## config.mk

```make
export PLATFORM = sky130hd
export DESIGN_NAME = waveform_timer
export DESIGN_NICKNAME = d
export VERILOG_FILES = /design/src/design/waveform_timer.v /design/src/design/tick_prescaler.v /design/src/design/compare_output.v
export VERILOG_INCLUDE_DIRS = /design/src /design/src/include
export SDC_FILE = /design/constraint.sdc
export NUM_CORES = 1
export LEC_CHECK = 0
export BUFFER_PORTS_ARGS = -buffer_cell sky130_fd_sc_hd__clkbuf_2
export CAP_MARGIN = 20
export CORE_MARGIN = 5
export CORE_UTILIZATION = 54
export CTS_CLUSTER_DIAMETER = 100
export DETAILED_ROUTE_END_ITERATION = 6
export MAX_ROUTING_LAYER = met4
export PLACE_DENSITY = 0.76
export SLEW_MARGIN = 20
export SYNTH_ARGS = -nofsm -noshare
export SYNTH_HDL_FRONTEND = slang
export SYNTH_SLANG_ARGS = --single-unit
```

## constraint.sdc

```tcl
create_clock -name clk -period 2.1 [get_ports clk]
set_input_delay 0.21 -clock clk [delete_from_list [all_inputs] [get_ports clk]]
set_output_delay 0.21 -clock clk [all_outputs]
set_load 0.005 [all_outputs]
```

## src/include/timer_map.vh

```
// Register offsets, field positions, reset values and mode codes of the waveform timer
`ifndef TIMER_MAP_VH
`define TIMER_MAP_VH
// Register offsets (word addresses on the plain port)
`define ADDR_CTRL      4'h0
`define ADDR_COUNT     4'h1
`define ADDR_COMPARE   4'h2
`define ADDR_FLAGS     4'h3
`define ADDR_PIN       4'h4
// Control register fields
`define CTRL_MODE_LSB  0
`define CTRL_MODE_MSB  1
`define CTRL_ACT_LSB   2
`define CTRL_ACT_MSB   3
`define CTRL_SEL_LSB   4
`define CTRL_SEL_MSB   6
`define CTRL_FORCE_BIT 7
// Flag register fields
`define FLAG_OVF_BIT   0
`define FLAG_MATCH_BIT 1
// Pin register fields
`define PIN_DIR_BIT    0
`define PIN_ASYNC_BIT  1
// Reset values
`define CTRL_RESET     8'h00
`define COUNT_RESET    8'h00
`define COMPARE_RESET  8'h00
// Waveform modes
`define MODE_NORMAL    2'h0
`define MODE_PCPWM     2'h1
`define MODE_CLEAR     2'h2
`define MODE_FAST      2'h3
// Output actions
`define ACT_NONE       2'h0
`define ACT_TOGGLE     2'h1
`define ACT_CLEAR      2'h2
`define ACT_SET        2'h3
// Counter extremes
`define COUNT_MAX      8'hFF
`define COUNT_BOTTOM   8'h00
// Tick source selection codes
`define SEL_STOP       3'h0
`define SEL_DIV1       3'h1
`define SEL_DIV8       3'h2
`define SEL_DIV32      3'h3
`define SEL_DIV64      3'h4
`define SEL_DIV128     3'h5
`define SEL_DIV256     3'h6
`define SEL_DIV1024    3'h7
`endif

```

## src/design/waveform_timer.v

```verilog
// 8-bit timer/counter with one compare channel and four waveform modes
//
// Behaviour
// - Normal mode counts up, wraps FF to 00
// - Normal overflow flag sets when count becomes zero
// - Normal mode accepts counter writes any time
// - Clear mode resets count on compare equal
// - Clear mode compare writes are unbuffered
// - Clear mode raises match flag the tick after top
// - Clear mode toggle action inverts output
// - Clear mode overflow sets on FF to 00 by counting, not on a clear from an FF match
// - Fast PWM counts bottom to max, restarts
// - Fast PWM clear/set on match, opposite at bottom
// - Fast PWM overflow sets on the max to bottom wrap
// - Fast PWM extreme compare: spike or constant
// - Fast PWM toggle gives half duty
// - Phase PWM up, turn at max with no hold, down
// - Phase PWM clear up-match, set down-match
// - Phase PWM overflow sets at bottom
// - Phase PWM extremes hold output constant
// - Phase PWM period start takes up-result
// - Pin driven only when direction is output
// - Tick from prescale factors 1..1024
// - Tick enables I/O clock or oscillator
// - Match flag sets tick after match
// - PWM compare writes buffered to top/bottom
// - Counter write beats clear and count
// - Counter write blocks next tick's match
//
// Implementation choices: the placing of the registers and strobed register access.
`timescale 1ns/10ps
`include "timer_map.vh"
module waveform_timer (
    // Clock and reset
    input  wire       clk,
    input  wire       rst_n,
    // Register port
    input  wire [3:0] addr,
    input  wire [7:0] wdata,
    input  wire       wr,
    input  wire       rd,
    output reg  [7:0] rdata_r,
    // Oscillator edge enable for asynchronous mode
    input  wire       osc_en,
    // Compare output pin
    output reg        pin_out_r,
    output reg        pin_oe_r,
    // Flags for an outside interrupt controller
    output reg        overflow_flag_r,
    output reg        match_flag_r
);
    ////////////////////////////////////////////////////////////////////////////
    // Declarations
    reg  [1:0] waveform_mode_field_r;  // Counting sequence selection
    reg  [1:0] output_action_field_r;  // Output action selection
    reg  [2:0] sel_r;                  // Prescale selection
    reg        dir_r;                  // Pin direction: 1 drives
    reg        async_r;                // Tick source is the oscillator
    reg  [7:0] count_value_r;          // Counter
    reg  [7:0] count_value_nxt;        // Counter next value
    reg  [7:0] compare_value_r;        // Active compare value
    reg  [7:0] compare_buf_r;          // Buffered compare value for PWM
    reg        down_r;                 // Phase PWM counting down
    reg        down_nxt;               // Direction next value
    reg        block_r;                // Match blocked after counter write
    reg        match_pend_r;           // Match seen, flag on next tick
    reg        ovf_set;                // Overflow condition this tick
    wire       timer_tick;             // One-cycle timer tick enable
    wire       src_en;                 // Source enable feeding prescaler
    wire       level;                  // Internal compare output state
    wire       is_pwm;                 // Either PWM mode
    wire       raw_eq;                 // Comparator equal
    wire       match;                  // Comparator match after blocking
    wire       wr_ctrl;                // Control write
    wire       wr_count;               // Counter write
    wire       wr_cmp;                 // Compare write
    wire       wr_flags;               // Flag clear write
    wire       wr_pin;                 // Pin register write
    wire       force_cmp;              // Forced compare strobe
    wire [7:0] count_inc;              // Counter plus one
    wire [7:0] count_dec;              // Counter minus one

    assign is_pwm    = (waveform_mode_field_r == `MODE_FAST) || (waveform_mode_field_r == `MODE_PCPWM);
    assign wr_ctrl   = wr && (addr == `ADDR_CTRL);
    assign wr_count  = wr && (addr == `ADDR_COUNT);
    assign wr_cmp    = wr && (addr == `ADDR_COMPARE);
    assign wr_flags  = wr && (addr == `ADDR_FLAGS);
    assign wr_pin    = wr && (addr == `ADDR_PIN);
    assign force_cmp = wr_ctrl && wdata[`CTRL_FORCE_BIT];
    assign count_inc = count_value_r + 8'h01;
    assign count_dec = count_value_r - 8'h01;
    assign raw_eq    = (count_value_r == compare_value_r);
    assign match     = raw_eq && !block_r;
    // Oscillator edges stand in for the I/O clock; the oscillator domain itself is not modelled
    assign src_en    = async_r ? osc_en : 1'b1;

    ////////////////////////////////////////////////////////////////////////////
    // Tick source
    tick_prescaler u_prescaler (
        .clk    (clk),
        .rst_n  (rst_n),
        .src_en (src_en),
        .sel    (sel_r),
        .tick_r (timer_tick)
    );

    ////////////////////////////////////////////////////////////////////////////
    // Waveform generator
    compare_output u_output (
        .clk       (clk),
        .rst_n     (rst_n),
        .tick      (timer_tick),
        .mode      (waveform_mode_field_r),
        .action    (output_action_field_r),
        .count     (count_value_r),
        .down      (down_r),
        .cmp       (compare_value_r),
        .match     (match),
        .force_cmp (force_cmp),
        .level_r   (level)
    );

    ////////////////////////////////////////////////////////////////////////////
    // Counting sequence and overflow condition per mode
    always @* begin
        count_value_nxt = count_value_r;
        down_nxt        = down_r;
        ovf_set         = 1'b0;
        case (waveform_mode_field_r)
            `MODE_NORMAL: begin
                count_value_nxt = count_inc;
                // Flag goes up with the tick that makes the count zero
                ovf_set = (count_value_r == `COUNT_MAX);
            end
            `MODE_CLEAR: begin
                if (match) begin
                    count_value_nxt = `COUNT_BOTTOM;
                end else begin
                    // A compare below the count wraps through max first
                    count_value_nxt = count_inc;
                end
                ovf_set = (count_value_r == `COUNT_MAX) && !match;
            end
            `MODE_FAST: begin
                // Increment wraps max to bottom on the next tick
                count_value_nxt = count_inc;
                ovf_set = (count_value_r == `COUNT_MAX);
            end
            `MODE_PCPWM: begin
                if (!down_r) begin
                    if (count_value_r == `COUNT_MAX) begin
                        // Max stands for one tick before the turn
                        down_nxt        = 1'b1;
                        count_value_nxt = count_dec;
                    end else begin
                        count_value_nxt = count_inc;
                    end
                end else if (count_value_r == `COUNT_BOTTOM) begin
                    down_nxt        = 1'b0;
                    count_value_nxt = count_inc;
                end else begin
                    count_value_nxt = count_dec;
                end
                ovf_set = down_r && (count_value_r == 8'h01);
            end
            default: begin
                count_value_nxt = count_value_r;
            end
        endcase
    end

    ////////////////////////////////////////////////////////////////////////////
    // Counter, direction and match blocking
    always @(posedge clk or negedge rst_n) begin
        if (!rst_n) begin
            count_value_r <= `COUNT_RESET;
            down_r        <= 1'b0;
            block_r       <= 1'b0;
        end else begin
            if (wr_count) begin
                // Software write wins over clear and count in any mode
                count_value_r <= wdata;
                block_r       <= 1'b1;
            end else if (timer_tick) begin
                count_value_r <= count_value_nxt;
                down_r        <= down_nxt;
                block_r       <= 1'b0;
            end
        end
    end

    ////////////////////////////////////////////////////////////////////////////
    // Compare register: direct in non-PWM modes, buffered in PWM modes
    always @(posedge clk or negedge rst_n) begin
        if (!rst_n) begin
            compare_value_r <= `COMPARE_RESET;
            compare_buf_r   <= `COMPARE_RESET;
        end else begin
            if (wr_cmp) begin
                compare_buf_r <= wdata;
            end
            if (!is_pwm) begin
                if (wr_cmp) begin
                    compare_value_r <= wdata;
                end
            end else if (timer_tick) begin
                // Fast PWM loads at max, phase PWM at max turn
                if (count_value_r == `COUNT_MAX && !down_r) begin
                    compare_value_r <= compare_buf_r;
                end
            end
        end
    end

    ////////////////////////////////////////////////////////////////////////////
    // Control and pin registers
    always @(posedge clk or negedge rst_n) begin
        if (!rst_n) begin
            waveform_mode_field_r <= `MODE_NORMAL;
            output_action_field_r <= 2'h0;
            sel_r                 <= `SEL_STOP;
            dir_r                 <= 1'b0;
            async_r               <= 1'b0;
        end else begin
            if (wr_ctrl) begin
                waveform_mode_field_r <= wdata[`CTRL_MODE_MSB:`CTRL_MODE_LSB];
                output_action_field_r <= wdata[`CTRL_ACT_MSB:`CTRL_ACT_LSB];
                sel_r                 <= wdata[`CTRL_SEL_MSB:`CTRL_SEL_LSB];
            end
            if (wr_pin) begin
                dir_r   <= wdata[`PIN_DIR_BIT];
                async_r <= wdata[`PIN_ASYNC_BIT];
            end
        end
    end

    ////////////////////////////////////////////////////////////////////////////
    // Flags: hardware set wins over a software write-one clear
    always @(posedge clk or negedge rst_n) begin
        if (!rst_n) begin
            overflow_flag_r <= 1'b0;
            match_flag_r    <= 1'b0;
            match_pend_r    <= 1'b0;
        end else begin
            if (timer_tick) begin
                match_pend_r <= match;
            end
            if (timer_tick && ovf_set) begin
                overflow_flag_r <= 1'b1;
            end else if (wr_flags && wdata[`FLAG_OVF_BIT]) begin
                overflow_flag_r <= 1'b0;
            end
            if (timer_tick && match_pend_r) begin
                match_flag_r <= 1'b1;
            end else if (wr_flags && wdata[`FLAG_MATCH_BIT]) begin
                match_flag_r <= 1'b0;
            end
        end
    end

    ////////////////////////////////////////////////////////////////////////////
    // Pin drive and read port
    always @(posedge clk or negedge rst_n) begin
        if (!rst_n) begin
            pin_out_r <= 1'b0;
            pin_oe_r  <= 1'b0;
            rdata_r   <= 8'h00;
        end else begin
            // State is kept internally; the pin shows it only when driven
            pin_out_r <= level & dir_r;
            pin_oe_r  <= dir_r;
            if (rd) begin
                case (addr)
                    `ADDR_CTRL:    rdata_r <= {1'b0, sel_r, output_action_field_r, waveform_mode_field_r};
                    `ADDR_COUNT:   rdata_r <= count_value_r;
                    `ADDR_COMPARE: rdata_r <= is_pwm ? compare_buf_r : compare_value_r;
                    `ADDR_FLAGS:   rdata_r <= {6'h00, match_flag_r, overflow_flag_r};
                    `ADDR_PIN:     rdata_r <= {5'h00, level, async_r, dir_r};
                    default:       rdata_r <= 8'h00;
                endcase
            end else begin
                rdata_r <= 8'h00;
            end
        end
    end
endmodule // waveform_timer

```

## src/design/tick_prescaler.v

```verilog
// Prescaler that turns the source clock into a one-cycle timer tick enable
`timescale 1ns/10ps
`include "timer_map.vh"
module tick_prescaler (
    // Clock and reset
    input  wire       clk,
    input  wire       rst_n,
    // Source enable: every cycle, or an oscillator edge in asynchronous mode
    input  wire       src_en,
    // Prescale selection
    input  wire [2:0] sel,
    // Tick out
    output reg        tick_r
);
    reg  [9:0] div_r;     // Free divider on the source rate
    reg        hit;       // Divider reaches the selected ratio boundary
    wire [9:0] div_inc;   // Incremented divider

    assign div_inc = div_r + 10'h001;

    // Ratio decode: all ones in the low bits marks the last source edge of a period
    always @* begin
        case (sel)
            `SEL_DIV1:    hit = 1'b1;
            `SEL_DIV8:    hit = &div_r[2:0];
            `SEL_DIV32:   hit = &div_r[4:0];
            `SEL_DIV64:   hit = &div_r[5:0];
            `SEL_DIV128:  hit = &div_r[6:0];
            `SEL_DIV256:  hit = &div_r[7:0];
            `SEL_DIV1024: hit = &div_r[9:0];
            default:      hit = 1'b0;
        endcase
    end

    // Divider and tick; stop selection holds the tick low
    always @(posedge clk or negedge rst_n) begin
        if (!rst_n) begin
            div_r  <= 10'h000;
            tick_r <= 1'b0;
        end else begin
            tick_r <= src_en & hit;
            if (src_en) begin
                div_r <= div_inc;
            end
        end
    end
endmodule // tick_prescaler

```

## src/design/compare_output.v

```verilog
// Waveform generator holding the compare output state for all four modes
`timescale 1ns/10ps
`include "timer_map.vh"
module compare_output (
    // Clock and reset
    input  wire       clk,
    input  wire       rst_n,
    // Counter context
    input  wire       tick,
    input  wire [1:0] mode,
    input  wire [1:0] action,
    input  wire [7:0] count,
    input  wire       down,
    input  wire [7:0] cmp,
    input  wire       match,
    input  wire       force_cmp,
    // Output state
    output reg        level_r
);
    reg nxt; // Next output level

    // Output action per mode; match is already blocked after a counter write
    always @* begin
        nxt = level_r;
        if (force_cmp && (mode == `MODE_NORMAL || mode == `MODE_CLEAR)) begin
            // Forced compare acts like a match in non-PWM modes
            case (action)
                `ACT_TOGGLE: nxt = ~level_r;
                `ACT_CLEAR:  nxt = 1'b0;
                `ACT_SET:    nxt = 1'b1;
                default:     nxt = level_r;
            endcase
        end else if (tick) begin
            case (mode)
                `MODE_NORMAL, `MODE_CLEAR: begin
                    if (match) begin
                        case (action)
                            `ACT_TOGGLE: nxt = ~level_r;
                            `ACT_CLEAR:  nxt = 1'b0;
                            `ACT_SET:    nxt = 1'b1;
                            default:     nxt = level_r;
                        endcase
                    end
                end
                `MODE_FAST: begin
                    // Match wins at max so a max compare gives a steady level
                    if (action == `ACT_TOGGLE && match) begin
                        nxt = ~level_r;
                    end else if (action[1] && match) begin
                        nxt = action[0];
                    end else if (action[1] && count == `COUNT_MAX) begin
                        nxt = ~action[0];
                    end
                end
                `MODE_PCPWM: begin
                    if (action[1]) begin
                        if (count == `COUNT_MAX) begin
                            // Up result at max unless max is the compare
                            nxt = (cmp == `COUNT_MAX) ? ~action[0] : action[0];
                        end else if (match) begin
                            // Bottom match counts as up so a zero compare stays steady
                            nxt = (down && count != `COUNT_BOTTOM) ? ~action[0] : action[0];
                        end
                    end
                end
                default: nxt = level_r;
            endcase
        end
    end

    // Output state is kept across mode changes
    always @(posedge clk or negedge rst_n) begin
        if (!rst_n) begin
            level_r <= 1'b0;
        end else begin
            level_r <= nxt;
        end
    end
endmodule // compare_output

```

* Word-level counts from Yosys, hierarchy flattened
Index checks and enable logic that the tools add are counted.
Word-level totals: register bits after elaboration 60, input port bits 17, word-level logic and storage cells 137, output and inout bits 12
Cells by class: reduce and logical (&&, ||, !) cells 44, equality and inequality tests 27, add/sub/neg operators 3, muxes and demuxes 39, bitwise logic cells 5
Operator list (count):
- $mux W8 | 12
- $pmux W8 S5 | 1
- $pmux W8 S3 | 1
- $mux W1 | 21
- $logic_and A1 B1 Y1 | 19
- $eq A8 B8 Y1 const B | 2
- $eq A3 B3 Y1 const B | 4
- $add A10 B1 Y10 const B | 1
- $reduce_and A10 Y1 | 1
- $reduce_and A5 Y1 | 2
- $reduce_bool A2 Y1 | 5
- $pmux W1 S3 | 3
- $reduce_and A3 Y1 | 3
- $add A8 B1 Y8 const B | 1
- $eq A2 B2 Y1 const B | 4
- $eq A4 B2 Y1 const B | 2
- $eq A8 B1 Y1 const B | 1
- $eq A8 B8 Y1 | 1
- $logic_not A8 Y1 | 1
- $reduce_and A8 Y1 | 1
- $reduce_bool A8 Y1 | 1
- $sub A8 B1 Y8 const B | 1
- $pmux W1 S7 | 1
- $reduce_and A7 Y1 | 1
- 17 further kinds | 28

* Longest topological paths before layout
depth after elaboration 9, gate-level depth with buffers 9, depth with buffers taken out 8

* Modules after synthesis
A second synthesis with hierarchy kept.
Second synthesis, totals: cell total of the unflattened synthesis 387, area total of the unflattened synthesis 3733.6 um^2
Modules (own cells, without submodules):
- waveform_timer | seq. area each 1201.2 um^2, area each 2932.8 um^2, times used 1, cells each 310
- tick_prescaler | seq. area each 275.3 um^2, area each 584.3 um^2, times used 1, cells each 48
- compare_output | seq. area each 25.0 um^2, area each 216.5 um^2, times used 1, cells each 29

* Worst setup path after synthesis
OpenSTA, ideal clock, no wires.
path kind register to register, start point register count_value_r[2], end point register count_value_r[3], path slack -0.132 ns, data required time 1.974 ns, library setup time 0.126 ns, clock period less this slack 2.232 ns, arrival time 2.107 ns, path buffers 1, cell stages (with the launch flop) 8, cells stage by stage dfrtp_1 > buf_6 > or4_4 > o41a_1 > or2_4 > nand2_1 > o211ai_1 > a221o_1
Between the ends: cells in the longest elaborated chain, start to end 6, elaborated cells on any way between the ends 13, classes of those cells add/sub (2); eq/ne (2); mux (7); reduce/logical (2)
Ends and longest elaborated chain:
- start, declared | RTL line waveform_timer.v:59 | reg [7:0] count_value_r;
- start signal, assigned | RTL line waveform_timer.v:176 | count_value_r <= `COUNT_RESET;
- start signal, assigned | RTL line waveform_timer.v:182 | count_value_r <= wdata;
- start signal, assigned | RTL line waveform_timer.v:185 | count_value_r <= count_value_nxt;
- $add A8 B1 Y8 (tied with other cells) | RTL line waveform_timer.v:90 | assign count_inc = count_value_r + 8'h01;
- $mux W8 (tied with other cells) | RTL line waveform_timer.v:151 | if (count_value_r == `COUNT_MAX) begin
- $mux W8, on equally long branches | RTL line waveform_timer.v:150, waveform_timer.v:136
- $pmux W8 S3 * | RTL line waveform_timer.v:129 | case (waveform_mode_field_r)
- $mux W8 * | RTL line waveform_timer.v:184 | end else if (timer_tick) begin
- $mux W8 * | RTL line waveform_timer.v:180 | if (wr_count) begin
Every way passes the cells marked *; elsewhere a longest branch is shown, timed or not. The select of a mux whose other input is x is not followed. A chain may end at the register's enable or synchronous reset.

* Worst setup path after layout
Ends and elaborated chain as after synthesis.

==> impl_metrics.csv <==
group,metric,value,unit
outcome,status,"complete, but fails checks",
outcome,violations,"negative setup slack",
grt,grt_pass1_wl,15.9,mm
synthesis,ys_warn_count,0,
timing,period_minus_slack,2160,ps
synthesis,synth_area,0.00359,mm2
timing,hold_viol,0,
synthesis,synth.distinct_cells,57,
die,core-area,0.00642,mm2
route,ant_nets,0,
placed_design,gp_congestion,0.959,
clock_tree,post_cts_buffers,0,
synthesis,synth-xor-area-share,0.0659,
route,post-route-drc-count,0,
grt,antenna_found_initial,0,
power_and_ir_drop,power.switching,2.13,mW
synthesis,synthFlopType,"dfrtp_1",
flow_run,max_cap_violations,0,
placed_design,dp_hpwl,7.00,mm
worst_setup_path,path_cells,"or4_4, o41a_1, or2_4, nand2_2, o211ai_1, a221o_1",
final_layout,area_growth_syn_to_layout,18.0,%
final_layout,nets,458,
synthesis,ys_ff_latch,60,
power_and_ir_drop,internal_power,3.13,mW
worst_setup_path,critPathBufInv,0,
synthesis,yosys.area_share.adder,0.0384,
clock_tree,clockRootBuffer,"clkbuf_8",
grt,grt_max_degree,39,
clock_tree,cts.htree.levels,3,
timing,period_share,1.03,
worst_hold_path,hold_class,"in2reg",
route,wl_per_cell,18.8,um
clock_tree,insertion_delay,350,ps
grt,grt_remaining_overflow,0,
worst_setup_path,critPathKind,"reg2reg",
worst_hold_path,hold_start,"rd",
worst_setup_path,critPathLaunchType,"flip-flop",
die,rows,29,
placed_design,numPortBuffers,28,
worst_setup_path,required,2330,ps
route,via_count,3111,
synthesis,synth_compound_area_frac,0.146,
clock_tree,clockBufferDepth,2,
worst_setup_path,worst_path_max_delay_cell,"or4_4",
route,wl,9.64,mm
timing,max-slew-margin-rel,0.573,
die,die_height,91.5,um
power_and_ir_drop,seq_power_share,0.358,
synthesis,seq_area_frac_synth,0.419,
worst_setup_path,reg2reg_from,"count_value_r[2]$_DFFE_PN0P_",
clock_tree,cts_tree,"yes",
power_and_ir_drop,power_density,1240,mW/mm2
power_and_ir_drop,switching_share,0.405,
power_and_ir_drop,power_frac_clock,0.204,
timing,timing.final.max_slew_violations,0,
timing,fmax,0.462,GHz
synthesis,synth_top_area_share,0.419,
final_layout,insertedDiodeCount,0,
timing,finalWorstSetupSlack,-64.5,ps
synthesis,netlist.top_cell.by_area,"dfrtp_1",
route,dr.pass1.iters,7,
worst_setup_path,cp_max_fo,4,
final_layout,final_common_cell,"dfrtp_1",
route,drtIter0Drc,255,
synthesis,syn_avg_cell_area,9.42,um2
final_layout,final_cell_mix,"dfrtp_1 (59), nor2_1 (37), nand2_1 (34)",
synthesis,synthCells,381,
synthesis,synth_edf_count,0,
clock_tree,clock_sinks,60,
die,die_w,91.5,um
synthesis,synthArstFlopShare,1.00,
timing,finalClockSkew,12.5,ps
synthesis,synth_top_family_by_area,"simple AND/OR/NAND/NOR gates",
route,via_per_inst,6.08,
worst_setup_path,cp_top_family,"simple AND/OR/NAND/NOR gates",
timing,worstMarginPinSlew,640,ps
placed_design,place_area,0.00396,mm2
placed_design,placed_cells,495,
die,ios,29,
worst_setup_path,slowest_delay,540,ps
power_and_ir_drop,worst_ir_drop_vdd,0.703,mV
timing,setup_viol,5,
synthesis,syn-num-nets,409,
grt,grtUsageTotal,0.248,
worst_setup_path,end_kind,"flip-flop",
grt,grt_pass1_vias,3230,
power_and_ir_drop,pwr-share-comb,0.438,
final_layout,post_route_cells_drive_above_1_share,0.264,
timing,rsz0062_at_grt,"true",
power_and_ir_drop,p_leak,1.88,nW
worst_setup_path,critPathArrivalTime,2400,ps
final_layout,fin_area,0.00423,mm2
die,die_area,0.00837,mm2
synthesis,synth-simple-area-share,0.180,
timing,fin_setup_tns,-208,ps
clock_tree,clkTransAtPathRegs,80,ps
die,initial_core_util,0.559,
synthesis,ys_top_cells_by_area,"dfrtp_1 (42%), mux2_2 (6.3%), xnor2_1 (4.6%)",
final_layout,final_cells,512,
power_and_ir_drop,power.total,5.26,mW
synthesis,yosys-mux-area-fraction,0.105,
worst_setup_path,crit_start,"count_value_r[2]$_DFFE_PN0P_",
clock_tree,cts_buffers,9,
logic make-up (layout without fill, tap and decap cells):
| group | count (synthesis) | after routing |
|---|---|---|
| fa+ha+maj | 11 | 11 |
| simple gates | 132 | 132 |
| xor+xnor | 27 | 27 |
| buf+inv | 36 | 90 |
| flops | 60 | 60 |
| mux | 35 | 35 |
| compound gates | 80 | 80 |
worst reg2reg max path, delay by kind of cell, from the launching register on:
kind / cells / cell delay [ps]
AO/OA/AOI/OAI: 3 / 790
flip-flops: 1 / 390
AND/OR/NAND/NOR: 3 / 890
cells in the mapped netlist (all sizes together) (2+ instances only):
library cell / n
or3: 5
dfrtp: 60
ha: 11
o32a: 3
a211oi: 5
mux2: 20
a31oi: 3
o211ai: 3
nor3: 6
nand3: 11
xor2: 8
nand4: 9
o21ai: 24
or2: 2
a221oi: 4
buf: 9
nor2: 38
and2: 4
nand2b: 3
mux2i: 15
inv: 16
nand2: 35
clkbuf: 11
xnor2: 19
o22ai: 2
a21oi: 22
nor2b: 7
nand3b: 2
and3: 3
nor4: 2
stage by stage:
step | setup WS, ps | util | hold slack [ps]
2_1_floorplan | -132 | - | -85.6
3_3_place_gp | -4.43 | 0.617 | 259
3_5_place_dp | -49.3 | 0.617 | 264
4_1_cts | -50.9 | 0.654 | 92.5
5_1_grt | -130 | 0.659 | 105
6_report | -64.5 | 0.659 | 103
flip-flops by register name (all words and copies together), names as in the netlist, 2 cells and up:
| register | cells |
|---|---|
| u_prescaler.div_r | 10 |
| compare_buf_r | 8 |
| compare_value_r | 8 |
| count_value_r | 8 |
| rdata_r | 8 |
| sel_r | 3 |
| output_action_field_r | 2 |
| waveform_mode_field_r | 2 |
final timing paths:
path / endpoint / slack [ps] / cells after the start
max: count_value_r[3]$_DFFE_PN0P_ / -60 / 6
min: rdata_r[6]$_DFF_PN0_ / 100 / 3
max reg2reg: count_value_r[3]$_DFFE_PN0P_ / -60 / 6
min reg2reg: pin_oe_r$_DFF_PN0_ / 440 / 0
max in group asynchronous: rdata_r[1]$_DFF_PN0_ / 1060 / 3
min in group asynchronous: count_value_r[5]$_DFFE_PN0P_ / 410 / 2
timing repair:
item / in CTS / in global routing
endpoints found under the setup margin: 5 / 16
endpoints found under the hold margin: 22 / 0
resized for setup: 5 / 10
hold buffers: 1 / 0
pin swaps: 0 / 2
layer usage:
layer	vias up	share of wire	track usage
met2	119	0.48	0.398
li1	1450	-	-
met1	1507	0.42	0.301
met4	0	0.034	0.112
met3	35	0.066	0.0488
met5	-	0	-
layout make-up:
class,instances,area [um2]
Tap cell,77,96.3
Fill cell,517,2190
Timing Repair Buffer,58,393
Clock inverter,7,75.1
Clock buffer,9,124
Inverter,16,60.1
Multi-Input combinational cell,285,1980
Sequential cell,60,1500
power by group through the flow:
stage               clock network (mW)  registers, mW  logic, mW
floorplan                            0           1.74       1.57
global placement                     0           1.87       2.08
detailed placement                   0           1.89       2.14
CTS                               1.08           1.87       2.20
global route                      1.14           1.93       2.51
finish                            1.07           1.88       2.30
No activity file was read; power rests on OpenSTA's default activity.
